===== src/design/dcl_pkg.sv =====
// constants, field layouts and carrier types of the converter control block
// assumes a single 20 MHz peripheral clock and an AHB-Lite register bus

package dcl_pkg;

    // ------------------------------------------------------------------
    // register map
    // ------------------------------------------------------------------
    // printed offsets are register indices; byte address is index times 4
    localparam logic [5:0] DCL_CTRL_IDX = 6'h00;
    localparam logic [5:0] DCL_CODE_IDX = 6'h01;
    localparam logic [7:0] DCL_CTRL_RST = 8'h00;
    localparam logic [7:0] DCL_CODE_RST = 8'h00;
    // only keep-running, pin buffer and enable are writable
    localparam logic [7:0] DCL_CTRL_WMASK = 8'hC1;
    localparam logic [2:0] DCL_HSIZE_WORD = 3'h2;
    localparam logic [1:0] DCL_HTRANS_NONSEQ = 2'h2;

    // ------------------------------------------------------------------
    // timing
    // ------------------------------------------------------------------
    localparam int unsigned DCL_CLK_PERIOD_NS = 50;
    localparam int unsigned DCL_STARTUP_NS = 1000;
    // least time, so round up to whole cycles
    localparam int unsigned DCL_STARTUP_CYC_RAW =
        (DCL_STARTUP_NS + DCL_CLK_PERIOD_NS - 1) / DCL_CLK_PERIOD_NS;
    localparam int unsigned DCL_STARTUP_CYC =
        (DCL_STARTUP_CYC_RAW < 1) ? 1 : DCL_STARTUP_CYC_RAW;
    localparam logic [7:0] DCL_STARTUP_LOAD = 8'(DCL_STARTUP_CYC - 1);

    // ------------------------------------------------------------------
    // types
    // ------------------------------------------------------------------
    // control register layout, msb first
    typedef struct packed {
        logic keep_running;
        logic pin_buffer_on;
        logic [4:0] unused;
        logic enable;
    } dcl_ctrl_t;

    // signals handed to the analog string, driver and internal consumers
    typedef struct packed {
        logic powered;
        logic internal_avail;
        logic buffer_on;
        logic start;
        logic [7:0] code;
    } dcl_analog_t;

    typedef enum logic [2:0] {
        DCL_ST_OFF = 3'b001,
        DCL_ST_WARM = 3'b010,
        DCL_ST_RUN = 3'b100
    } dcl_state_t;

endpackage


===== src/design/dcl_dac_control.sv =====
// control logic of an 8-bit resistor-string converter: register file,
// enable and sleep sequencing, conversion start pulses
// assumes a zero-wait AHB-Lite master and sleep levels on the same clock
//
// Functional notes
// - control bit 0 written 1 turns converter on, 0 turns it off
// - while running, each code register write starts a conversion at once
// - while disabled, code write only stores; converted when enable is set
// - running converter output always offered to comparator and sampler
// - control bit 6 powers the output buffer and routes output to pin
// - keep-running bit 7 set keeps converter and buffer on in standby
// - keep-running clear: standby halts conversion, powers converter down
// - leaving standby re-powers converter, buffer if set, after start-up time
// - power-down sleep always turns converter and buffer off
// - code register holds 8-bit code spanning ground to reference
// - processor debug halt does not affect converter operation
// - only the first instance drives the pin path
//
// Local design decision: the AHB-Lite register port.

`timescale 1ns/1ps

module dcl_dac_control
    import dcl_pkg::*;
#(
    parameter int unsigned INSTANCE_NUM = 0
)
(
    input wire logic hclk,
    input wire logic hresetn,
    input wire logic ce,
    input wire logic hsel,
    input wire logic [31:0] haddr,
    input wire logic [1:0] htrans,
    input wire logic hwrite,
    input wire logic [2:0] hsize,
    input wire logic [31:0] hwdata,
    input wire logic hready,
    output logic hreadyout,
    output logic hresp,
    output logic [31:0] hrdata,
    input wire logic standby_sleep,
    input wire logic powerdown_sleep,
    output dcl_analog_t analog,
    output logic startup_busy
);

    // ------------------------------------------------------------------
    // address decode
    // ------------------------------------------------------------------
    // one-hot select: bit 0 control, bit 1 code, zero for unmapped
    function automatic logic [1:0] dcl_decode(input logic [31:0] addr);
        logic [1:0] sel;
        sel = 2'h0;
        if (addr[31:8] == 24'h000000 && addr[1:0] == 2'h0)
        begin
            if (addr[7:2] == DCL_CTRL_IDX)
                sel = 2'h1;
            else if (addr[7:2] == DCL_CODE_IDX)
                sel = 2'h2;
        end
        return sel;
    endfunction

    // ------------------------------------------------------------------
    // bus slave and register file
    // ------------------------------------------------------------------
    logic wr_ctrl_q, wr_ctrl_d;
    logic wr_code_q, wr_code_d;
    logic [31:0] hrdata_q, hrdata_d;
    logic hready_q;
    logic hresp_q;
    dcl_ctrl_t ctrl_q, ctrl_d;
    logic [7:0] code_q, code_d;
    logic acc;
    logic [1:0] sel;

    // address phase captured, write data applied in the data phase
    always_comb
    begin
        acc = hsel && hready && (htrans == DCL_HTRANS_NONSEQ);
        sel = dcl_decode(haddr);
        // sub-word writes are ignored, not merged
        wr_ctrl_d = acc && hwrite && (hsize == DCL_HSIZE_WORD) && sel[0];
        wr_code_d = acc && hwrite && (hsize == DCL_HSIZE_WORD) && sel[1];
        ctrl_d = ctrl_q;
        code_d = code_q;
        if (wr_ctrl_q)
            ctrl_d = dcl_ctrl_t'(hwdata[7:0] & DCL_CTRL_WMASK);
        if (wr_code_q)
            code_d = hwdata[7:0];
        // read forwards next values so a read right after a write is fresh
        hrdata_d = hrdata_q;
        if (acc && !hwrite)
        begin
            hrdata_d = 32'h00000000;
            if (sel[0])
                hrdata_d = {24'h000000, ctrl_d};
            else if (sel[1])
                hrdata_d = {24'h000000, code_d};
        end
    end

    // registers of the bus slave; zero wait states, always OKAY
    always_ff @(posedge hclk or negedge hresetn)
    begin
        if (!hresetn)
        begin
            wr_ctrl_q <= 1'b0;
            wr_code_q <= 1'b0;
            hrdata_q <= 32'h00000000;
            hready_q <= 1'b1;
            hresp_q <= 1'b0;
            ctrl_q <= dcl_ctrl_t'(DCL_CTRL_RST);
            code_q <= DCL_CODE_RST;
        end
        else if (ce)
        begin
            wr_ctrl_q <= wr_ctrl_d;
            wr_code_q <= wr_code_d;
            hrdata_q <= hrdata_d;
            hready_q <= 1'b1;
            hresp_q <= 1'b0;
            ctrl_q <= ctrl_d;
            code_q <= code_d;
        end
    end

    assign hreadyout = hready_q;
    assign hresp = hresp_q;
    assign hrdata = hrdata_q;

    // ------------------------------------------------------------------
    // power sequencing and conversion start
    // ------------------------------------------------------------------
    dcl_state_t state_q, state_d;
    logic [7:0] cnt_q, cnt_d;
    dcl_analog_t analog_q, analog_d;
    logic busy_q, busy_d;
    logic halted;
    logic want;
    logic start;

    // debug halt ignored
    // no debug-halt input on purpose: a halted cpu leaves this logic running
    always_comb
    begin
        halted = powerdown_sleep || (standby_sleep && !ctrl_q.keep_running);
        want = ctrl_q.enable && !halted;
        state_d = state_q;
        cnt_d = cnt_q;
        start = 1'b0;
        unique case (state_q)
            DCL_ST_OFF:
            begin
                // power-up always passes the start-up time
                if (want)
                begin
                    state_d = DCL_ST_WARM;
                    cnt_d = DCL_STARTUP_LOAD;
                end
            end
            DCL_ST_WARM:
            begin
                if (!want)
                    state_d = DCL_ST_OFF;
                else if (cnt_q == 8'h00)
                begin
                    state_d = DCL_ST_RUN;
                    start = 1'b1;
                end
                else
                    cnt_d = cnt_q - 8'h01;
            end
            DCL_ST_RUN:
            begin
                if (!want)
                    state_d = DCL_ST_OFF;
                // write while running converts at once
                else if (wr_code_q)
                    start = 1'b1;
            end
        endcase
        analog_d = analog_q;
        analog_d.start = start;
        if (start)
            analog_d.code = code_d;
        analog_d.powered = (state_d != DCL_ST_OFF);
        // internal consumers see output whenever running
        analog_d.internal_avail = (state_d == DCL_ST_RUN);
        // pin buffer only on the first instance
        analog_d.buffer_on = (state_d != DCL_ST_OFF) &&
            ctrl_q.pin_buffer_on && (INSTANCE_NUM == 0);
        busy_d = (state_d == DCL_ST_WARM);
    end

    // registers of the sequencer
    always_ff @(posedge hclk or negedge hresetn)
    begin
        if (!hresetn)
        begin
            state_q <= DCL_ST_OFF;
            cnt_q <= 8'h00;
            analog_q <= '0;
            busy_q <= 1'b0;
        end
        else if (ce)
        begin
            state_q <= state_d;
            cnt_q <= cnt_d;
            analog_q <= analog_d;
            busy_q <= busy_d;
        end
    end

    assign analog = analog_q;
    assign startup_busy = busy_q;

    // low byte of write data as a plain signal for the $past checks
    logic [7:0] wr_byte;
    assign wr_byte = hwdata[7:0];
endmodule


===== config.mk =====
export PLATFORM = sky130hd
export DESIGN_NAME = dcl_dac_control
export DESIGN_NICKNAME = d
export VERILOG_FILES = /design/src/design/dcl_pkg.sv /design/src/design/dcl_dac_control.sv
export SDC_FILE = /design/constraint.sdc
export NUM_CORES = 1
export LEC_CHECK = 0
export BUFFER_PORTS_ARGS = -buffer_cell sky130_fd_sc_hd__buf_2
export CORE_MARGIN = 2
export CORE_UTILIZATION = 43
export CTS_BUF_LIST = sky130_fd_sc_hd__clkbuf_16
export DETAILED_ROUTE_END_ITERATION = 6
export GPL_ROUTABILITY_DRIVEN = 0
export PLACE_DENSITY = 0.78
export SLEW_MARGIN = 10
export SYNTH_ARGS = -nofsm -noshare
export SYNTH_HDL_FRONTEND = slang
export SYNTH_SLANG_ARGS = --single-unit

===== constraint.sdc =====
create_clock -name hclk -period 1.8 [get_ports hclk]
set_input_delay 0.36 -clock hclk [delete_from_list [all_inputs] [get_ports hclk]]
set_output_delay 0.36 -clock hclk [all_outputs]
set_load 0.02 [all_outputs]

==> results of run 1 <==
-- per-layer routing --
layer / wire [um] / track usage / vias up / share of wire
li1: - / - / 1081 / -
met5: 0 / 0 / - / 0
met2: 3380 / 0.342 / 63 / 0.52
met1: 2650 / 0.234 / 1110 / 0.41
met4: 93 / 0.0528 / 0 / 0.014
met3: 313 / 0.0356 / 12 / 0.049
-- flip-flops by register name (all words and copies together) (netlist names) --
register / flops
startup_busy: 1
ctrl_q: 8
cnt_q: 8
analog: 12
state_q: 3
hrdata: 8
code_q: 8
wr_ctrl_q: 1
wr_code_q: 1
-- cell usage after synthesis, types with 4 or more instances --
cell,number,area share
buf_4,27,0.074
and2_1,6,0.014
nor4_1,8,0.018
nand4_1,5,0.011
nor2b_1,5,0.011
inv_1,7,0.0096
or4_1,6,0.016
a21oi_1,10,0.018
mux2i_1,4,0.015
clkbuf_1,7,0.0096
nand2_1,17,0.023
dfrtp_1,49,0.45
o21ai_0,5,0.0091
a22oi_1,5,0.014
mux2_2,19,0.078
mux2_4,8,0.044
o2bb2ai_1,4,0.013
nor2_1,9,0.012
o31ai_1,12,0.033
-- kinds of logic after synthesis --
| kind of cell | after synthesis |
|---|---|
| AND/OR/NAND/NOR | 80 |
| flip-flops | 50 |
| AO/OA/AOI/OAI | 47 |
| buffers and inverters | 46 |
| multiplexers | 31 |
| other | 2 |
| adder cells (fa/ha/maj) | 1 |
| XOR/XNOR | 1 |
-- per-stage QoR --
stage          hold WS, ns  instances
2_1_floorplan       0.0644        282
3_3_place_gp         0.347        416
3_5_place_dp         0.357        416
4_1_cts             0.0511        431
5_1_grt             0.0764        432
6_report            0.0478        432
-- power by group --
part / total, mW / switching (mW) / internal [mW]
clock network: 1.03 / 0.383 / 0.646
registers: 1.12 / 0.00000000000900 / 1.12
logic: 0.168 / 0.114 / 0.0541
-- cell type report --
type,instances,area share
multi-input cells,186,0.384
repair buffers,104,0.179
clock inverters,3,0.0107
flip-flops and latches,50,0.356
inverters,7,0.00747
clock buffers,5,0.0356
well taps,77,0.0274
-- timing repair --
item                                    4_1_cts  5_1_grt
pin swaps                                     4        1
resized for setup                            10        4
endpoints found under the setup margin       13       15
setup buffers                                 6        1
cloned                                        1        0
-- path summary, 6_finish.rpt --
kind | endpoint | slack (ns) | cells after the start
worst max register to register | analog[5] | -0.08 | 7
worst min-delay path | analog[7] | 0.05 | 1
max in group asynchronous | state_q[0] | 1.16 | 2
worst max-delay path | analog[5] | -0.08 | 7
min in group hclk | code_q[2] | 0.32 | 2
worst min register to register | hrdata[5] | 0.48 | 2
==> impl_metrics.py, run 1 <==
metrics = {
    "run": {
        "drv_cap": 0,
    },
    "detailed_routing": {
        "ant_nets": 0,
        "via_count": 2266,
        "via_per_inst": 5.25,
        "wire_per_inst_um": 14.9,
        "wirelength_um": 6440,
        "drt_iter0_drc": 119,
        "drc": 0,
        "first_pass_iters": 4,
    },
    "worst_setup_path": {
        "crit_chain": "inv_2 -> ha_4 -> and4bb_2 -> a32oi_1 -> or3_4 -> buf_8 -> mux2_4",
        "cp.arrival_ns": 2.05,
        "crit_path_max_fanout": 5,
        "start_kind": "flop",
        "startpoint": "cnt_q[1]",
        "r2r-start": "cnt_q[1]",
        "crit_buf_inv": 2,
        "required_ns": 1.96,
        "endpoint_kind": "flop",
        "cpLargestDelayFamily": "simple AND/OR/NAND/NOR gates",
        "path_class": "reg -> reg",
        "critical-path-max-stage-delay_ns": 0.39,
        "cpMaxStageDelayCell": "dfrtp_1",
    },
    "power_and_ir_drop": {
        "leakagePower_nw": 1.80,
        "max-vdd-ir-drop_mv": 0.514,
        "fin_total_pwr_mw": 2.32,
        "power_density_nw_per_um2": 660,
    },
    "timing": {
        "fmax_ghz": 0.531,
        "postLayoutSetupSlackWorst_ns": -0.0827,
        "fin_crit_sh": 1.05,
        "drv_slew": 0,
        "tightest_slew_ns": 0.517,
        "fin_tns_setup_ns": -0.637,
        "setup_violations": 11,
        "rsz0062_at_grt": "true",
        "fin_skew_ns": 0.0102,
        "slew_headroom": 0.656,
        "finalCriticalPeriod_ns": 1.88,
        "hold_viol": 0,
    },
    "global_route": {
        "grt_pass1_vias": 2329,
        "grt_max_degree": 31,
        "grt_overflow": 0,
        "grt_use_total": 0.191,
        "grt_pass1_wl_um": 10900,
        "antenna_found_initial": 0,
    },
    "synth": {
        "ys.flop_type": "dfrtp_1",
        "ys_seq_area_frac": 0.456,
        "synth_cells": 258,
        "yosys.cell_types.count": 53,
        "synth_warnings": 0,
        "synth_mux_area_frac": 0.136,
        "synth-compound-area-share": 0.119,
        "synth_area_per_cell_um2": 10.7,
        "synth_adder_area_share": 0.00455,
        "synthSimpleGateAreaFrac": 0.175,
        "ys_seq_elements": 50,
        "synth_edf_count": 0,
        "synthArstFlopShare": 1.00,
        "netlist_area_um2": 2750,
        "yosys.area_share.xor_xnor": 0.00319,
        "synth_top_family_by_area": "simple AND/OR/NAND/NOR gates",
    },
    "die": {
        "num_rows": 29,
        "fp.dieH_um": 84.0,
        "core_um2": 6280,
        "dieArea_um2": 7050,
        "io_pins": 124,
        "die_w_um": 84.0,
        "start_util": 0.438,
    },
    "place": {
        "placed_cell_area_um2": 3240,
        "port_buffers": 73,
        "dp_hpwl_um": 4720,
        "post-place-ws_ns": -0.141,
    },
    "clock_network": {
        "cts_tree": "yes",
        "numCtsBuffers": 5,
        "cts.clk_slew.worst_paths_ns": 0.06,
        "clk_path_buf_depth": 2,
        "h-tree-depth": 2,
        "root_buffer": "clkbuf_16",
        "cts.sinks": 50,
        "clock_latency_ns": 0.29,
        "postCtsHoldBufs": 0,
    },
    "layout": {
        "nets": 432,
        "num-fill-cells": 525,
        "layout_commonest_cell": "buf_2",
        "final_util": 0.560,
        "seq_area_um2": 1250,
        "antenna_cells": 0,
        "drive_gt1_frac": 0.431,
        "final_cell_mix": "buf_2, dfrtp_1, conb_1, buf_4, mux2_2",
        "fin_area_um2": 3520,
        "multi_input_area_um2": 1350,
        "syn_to_final_growth_pct": 27.9,
    },
    "hold_path": {
        "hp-class": "in -> async",
    },
    "status": {
        "violations": "setup timing",
        "status": "finished, violations left",
    },
}
Note: power is estimated with default switching activity, not from simulation.
==> inputs of run 2 (changes only) <==
Settings changed: HOLD_SLACK_MARGIN set to 0.06, REMOVE_ABC_BUFFERS set to 1.
==> run 2 against run 1 <==
The run still ends with setup timing left; die area unchanged; hold slack improved by 0.031 ns; sequential power about the same; via count increased by 6.2%; sequential share of layout area decreased by 1.2 points; critical endpoint is now analog[1]; largest cell class unchanged; largest power group unchanged.
==> impl_metrics.py, run 2 (synthesis results as in run 1) <==
metrics = {
    "status": {
        "status": "finished, violations left",
        "violations": "setup timing",
    },
    "timing": {
        "slew_headroom": 0.598,
        "rsz0062_at_grt": "true",
        "setup_violations": 14,
        "fin_tns_setup_ns": -1.38,
        "fmax_ghz": 0.516,
        "finalCriticalPeriod_ns": 1.94,
        "fin_skew_ns": 0.00522,
        "fin_crit_sh": 1.08,
        "drv_slew": 0,
        "tightest_slew_ns": 0.603,
        "postLayoutSetupSlackWorst_ns": -0.139,
        "hold_viol": 0,
    },
    "place": {
        "dp_hpwl_um": 4800,
        "placedCellCount": 418,
        "post-place-ws_ns": -0.168,
        "port_buffers": 73,
    },
    "detailed_routing": {
        "drc": 0,
        "via_per_inst": 5.47,
        "wire_per_inst_um": 16.3,
        "ant_nets": 0,
        "via_count": 2406,
        "drt_iter0_drc": 132,
        "first_pass_iters": 4,
        "wirelength_um": 7180,
    },
    "worst_setup_path": {
        "required_ns": 1.97,
        "endpoint_kind": "flop",
        "start_kind": "flop",
        "crit_path_max_fanout": 5,
        "r2r-start": "cnt_q[0]",
        "ff2ff_setup_slack_ns": -0.14,
        "reg2reg_to": "analog[1]",
        "cp.arrival_ns": 2.11,
        "ff2ff_path_depth": 7,
        "path_class": "reg -> reg",
    },
    "clock_network": {
        "root_buffer": "clkbuf_16",
        "numCtsBuffers": 5,
        "clk_path_buf_depth": 2,
        "h-tree-depth": 2,
        "clock_latency_ns": 0.29,
        "postCtsHoldBufs": 0,
        "cts.clk_slew.worst_paths_ns": 0.07,
        "cts.sinks": 50,
        "cts_tree": "yes",
    },
    "global_route": {
        "grt_pass1_wl_um": 10800,
        "grt_pass1_vias": 2245,
        "grt_overflow": 0,
        "antenna_found_initial": 0,
        "grt_use_total": 0.190,
        "grt_max_degree": 27,
    },
    "die": {
        "core_um2": 6280,
        "fp.dieH_um": 84.0,
        "dieArea_um2": 7050,
        "start_util": 0.438,
        "die_w_um": 84.0,
        "io_pins": 124,
        "num_rows": 29,
    },
    "power_and_ir_drop": {
        "leakagePower_nw": 1.83,
        "max-vdd-ir-drop_mv": 0.346,
        "power_density_nw_per_um2": 604,
    },
    "layout": {
        "nets": 441,
        "num-fill-cells": 498,
        "drive_gt1_frac": 0.479,
        "final_cell_mix": "buf_2, dfrtp_1, buf_4",
        "layout_commonest_cell": "buf_2",
        "largest_reg_flops": 12,
        "antenna_cells": 0,
        "syn_to_final_growth_pct": 32.6,
        "stdcell_count": 440,
    },
    "hold_path": {
        "hp-class": "in -> async",
    },
    "run": {
        "drv_cap": 0,
    },
}
## run 2: cell types whose count changed in the layout (fill, tap and decap cells not counted), moves of 2 or more
cell | before | now
or4_1 | 4 | 1
nand2_1 | 17 | 15
clkinvlp_4 | 0 | 2
or4_4 | 2 | 5
buf_6 | 3 | 8
buf_4 | 26 | 31
## run 2: stage by stage
| step | hold slack (ns) | power (mW) | utilization | area, um2 |
|---|---|---|---|---|
| finish | 0.0787 | 2.20 | 0.581 | 3650 |
| global route | 0.124 | 2.28 | 0.581 | 3650 |
| CTS | 0.0907 | 2.21 | 0.554 | 3470 |
| detailed placement | 0.394 | 1.31 | 0.517 | 3240 |
| global placement | 0.387 | 1.31 | 0.517 | 3240 |
| floorplan | 0.0644 | 1.21 | - | 2580 |
## run 2: cell type report
type,instances,area (um2),share of cell area
multi-input combinational,186,1420,0.390
sequential,50,1250,0.344
timing repair buffer,113,708,0.194
clock buffer,5,125,0.0343
tap,77,96.3,0.0264
inverter,7,26.3,0.00721
clock inverter,2,15.0,0.00412
## run 2: repair_timing
action | CTS | global route
pin swaps | 5 | 13
endpoints found under the setup margin | 14 | 17
cloned | 1 | 0
setup buffers | 6 | 8
resized for setup | 11 | 25
## run 2: critical path, cell delays in order, from the launching register on
cell      delay, ns
dfrtp_1        0.41
inv_2          0.11
ha_4           0.14
and4bb_2       0.24
a32oi_1        0.10
or3_4          0.37
buf_6          0.16
mux2_4         0.30
## run 2: how the worst max path moves through the flow
stage | startpoint | to | slack [ns]
after detailed placement | cnt_q[0] | cnt_q[4] | -0.17
after CTS | cnt_q[0] | analog[1] | -0.07
after global placement | cnt_q[0] | cnt_q[4] | -0.13
after global routing | cnt_q[0] | analog[1] | -0.17
final | cnt_q[0] | analog[1] | -0.14
after floorplan | cnt_q[0] | analog[0] | -0.17
## run 2: power by group
part / switching [mW] / internal [mW]
logic: 0.116 / 0.0568
clock network: 0.400 / 0.507
registers: 0.00000000000857 / 1.12
## run 2: per-layer routing
layer	global-route usage	share of wire
met1	0.244	0.41
met2	0.327	0.50
met3	0.0287	0.056
met4	0.0660	0.028
met5	0	0
==> inputs of run 3 (changes only) <==
Settings changed: ABC_AREA set to 1.
==> run 3 against run 2 <==
Utilization shrank 4.2 points; largest power group unchanged; hold slack lost 0.014 ns; global-route usage shrank 1.2 points; critical endpoint is now analog[7]; the run now ends clean; non-clock buffer count shrank 31; first-iteration DRC count grew 9.8%.
==> impl_metrics.py, run 3 <==
metrics = {
    "worst_setup_path": {
        "path_class": "reg -> reg",
        "critical-path-max-stage-delay_ns": 0.38,
        "cpMostUsedCell": "nand2_1",
        "endpoint_kind": "flop",
        "cpMaxStageDelayCell": "dfrtp_1",
        "crit_path_max_fanout": 9,
        "cpLargestDelayFamily": "flip-flops",
        "start_kind": "flop",
        "cp.arrival_ns": 1.76,
        "crit_chain": "inv_1 -> ha_1 -> nand2_1 -> o21ai_4 -> buf_4 -> nand2_4 -> nand2_1 -> nand2_1",
        "required_ns": 1.98,
        "crit_buf_inv": 2,
    },
    "power_and_ir_drop": {
        "max-vdd-ir-drop_mv": 0.605,
        "power_density_nw_per_um2": 1190,
        "leakagePower_nw": 1.89,
    },
    "die": {
        "io_pins": 124,
        "fp.dieH_um": 85.2,
        "core_um2": 6350,
        "start_util": 0.447,
        "dieArea_um2": 7260,
        "num_rows": 29,
        "die_w_um": 85.2,
    },
    "layout": {
        "final_util": 0.539,
        "final_cell_mix": "nand2_1, buf_2, dfrtp_1",
        "syn_to_final_growth_pct": 20.7,
        "largest_reg_flops": 12,
        "layout_commonest_cell": "nand2_1",
        "drive_gt1_frac": 0.225,
        "nets": 543,
        "antenna_cells": 0,
        "num-fill-cells": 580,
    },
    "run": {
        "drv_cap": 0,
    },
    "detailed_routing": {
        "via_count": 2634,
        "wirelength_um": 6290,
        "via_per_inst": 4.85,
        "drc": 0,
        "ant_nets": 0,
        "wire_per_inst_um": 11.6,
        "first_pass_iters": 4,
        "drt_iter0_drc": 145,
    },
    "synth": {
        "ys_seq_area_frac": 0.442,
        "ys_seq_elements": 50,
        "synth_cells": 386,
        "ys.flop_type": "dfrtp_1",
        "synthArstFlopShare": 1.00,
        "synth_common_cells": "nand2_1, dfrtp_1, nor2_1, nand3_1, o21ai_0",
        "synth_area_per_cell_um2": 7.35,
        "synth.most_common_cell": "nand2_1",
        "yosys.cell_types.count": 34,
        "synth_warnings": 0,
        "synth_area_leaders": "dfrtp_1, nand2_1, buf_4",
        "synth_edf_count": 0,
        "synth_top_area_frac": 0.432,
        "netlist_area_um2": 2840,
        "synth_top_area_cell": "dfrtp_1",
    },
    "global_route": {
        "antenna_found_initial": 0,
        "grt_use_total": 0.178,
        "grt_pass1_wl_um": 10600,
        "grt_overflow": 0,
        "grt_pass1_vias": 2425,
        "grt_max_degree": 29,
    },
    "clock_network": {
        "clk_path_buf_depth": 2,
        "numCtsBuffers": 5,
        "h-tree-depth": 2,
        "clock_latency_ns": 0.29,
        "cts.sinks": 50,
        "root_buffer": "clkbuf_16",
        "postCtsHoldBufs": 0,
        "cts_tree": "yes",
        "cts.clk_slew.worst_paths_ns": 0.07,
    },
    "timing": {
        "fin_tns_setup_ns": 0,
        "setup_violations": 0,
        "fin_crit_sh": 0.879,
        "tightest_slew_ns": 0.573,
        "finalCriticalPeriod_ns": 1.58,
        "rsz0062_at_grt": "false",
        "drv_slew": 0,
        "fmax_ghz": 0.632,
        "hold_viol": 0,
        "fin_skew_ns": 0.00452,
        "slew_headroom": 0.618,
    },
    "hold_path": {
        "hp-class": "in -> async",
    },
    "status": {
        "status": "complete, no violations",
    },
    "place": {
        "dp_hpwl_um": 4740,
        "port_buffers": 73,
    },
}
[run 3: power breakdown]
part	internal, mW	leakage, nW	switching, mW
clock	0.791	0.0915	0.394
sequential	1.35	0.633	0.177
combinational	0.491	1.16	0.884
total	2.63	1.89	1.45
[run 3: worst paths after layout]
kind | startpoint | to | slack (ns) | cells past startpoint
worst max-delay path | cnt_q[0] | analog[7] | 0.22 | 8
worst max register to register | cnt_q[0] | analog[7] | 0.22 | 8
worst min register to register | analog[1] | analog[1] | 0.47 | 2
max in group asynchronous | hresetn | hrdata[6] | 1.19 | 2
min in group hclk | hwdata[7] | ctrl_q[7] | 0.35 | 3
worst min-delay path | hresetn | cnt_q[5] | 0.06 | 1
[run 3: metal layers]
metal | global-route usage | vias up | wire [um]
li1 | - | 1327 | -
met1 | 0.218 | 1184 | 2620
met2 | 0.312 | 111 | 3070
met3 | 0.0311 | 12 | 470
met4 | 0.0707 | 0 | 127
met5 | 0 | - | 0
[run 3: area by class of cell]
type | instances | area (um2) | area share
Clock inverter | 3 | 63.8 | 0.0186
Tap cell | 77 | 96.3 | 0.0281
Multi-Input combinational cell | 293 | 1320 | 0.385
Inverter | 33 | 124 | 0.0362
Timing Repair Buffer | 82 | 445 | 0.130
Sequential cell | 50 | 1250 | 0.366
Clock buffer | 5 | 125 | 0.0365
[run 3: timing repair]
action,in CTS,in global routing
setup endpoints to repair,0,3
setup buffers,0,1
resized for setup,0,1
[run 3: logic make-up after synthesis]
kind of cell	Yosys count	share of synthesized area
DFF	50	0.442
other	2	0.00265
adders and majority gates	1	0.00441
xor gates and xnor gates	3	0.00927
and+or+nand+nor	220	0.333
buffers and inverters	67	0.127
AOI/OAI and AO/OA	43	0.0820
[run 3: through the flow]
stage	area (um2)	setup WS [ns]	hold WS, ns	std cells	total power [mW]
after floorplan	2690	0.205	0.0644	376	2.47
after global placement	3220	0.165	0.377	534	2.84
after detailed placement	3220	0.126	0.390	534	2.91
after CTS	3410	0.154	0.0846	542	4.10
after global routing	3420	0.0281	0.111	543	4.38
final	3420	0.218	0.0645	543	4.08
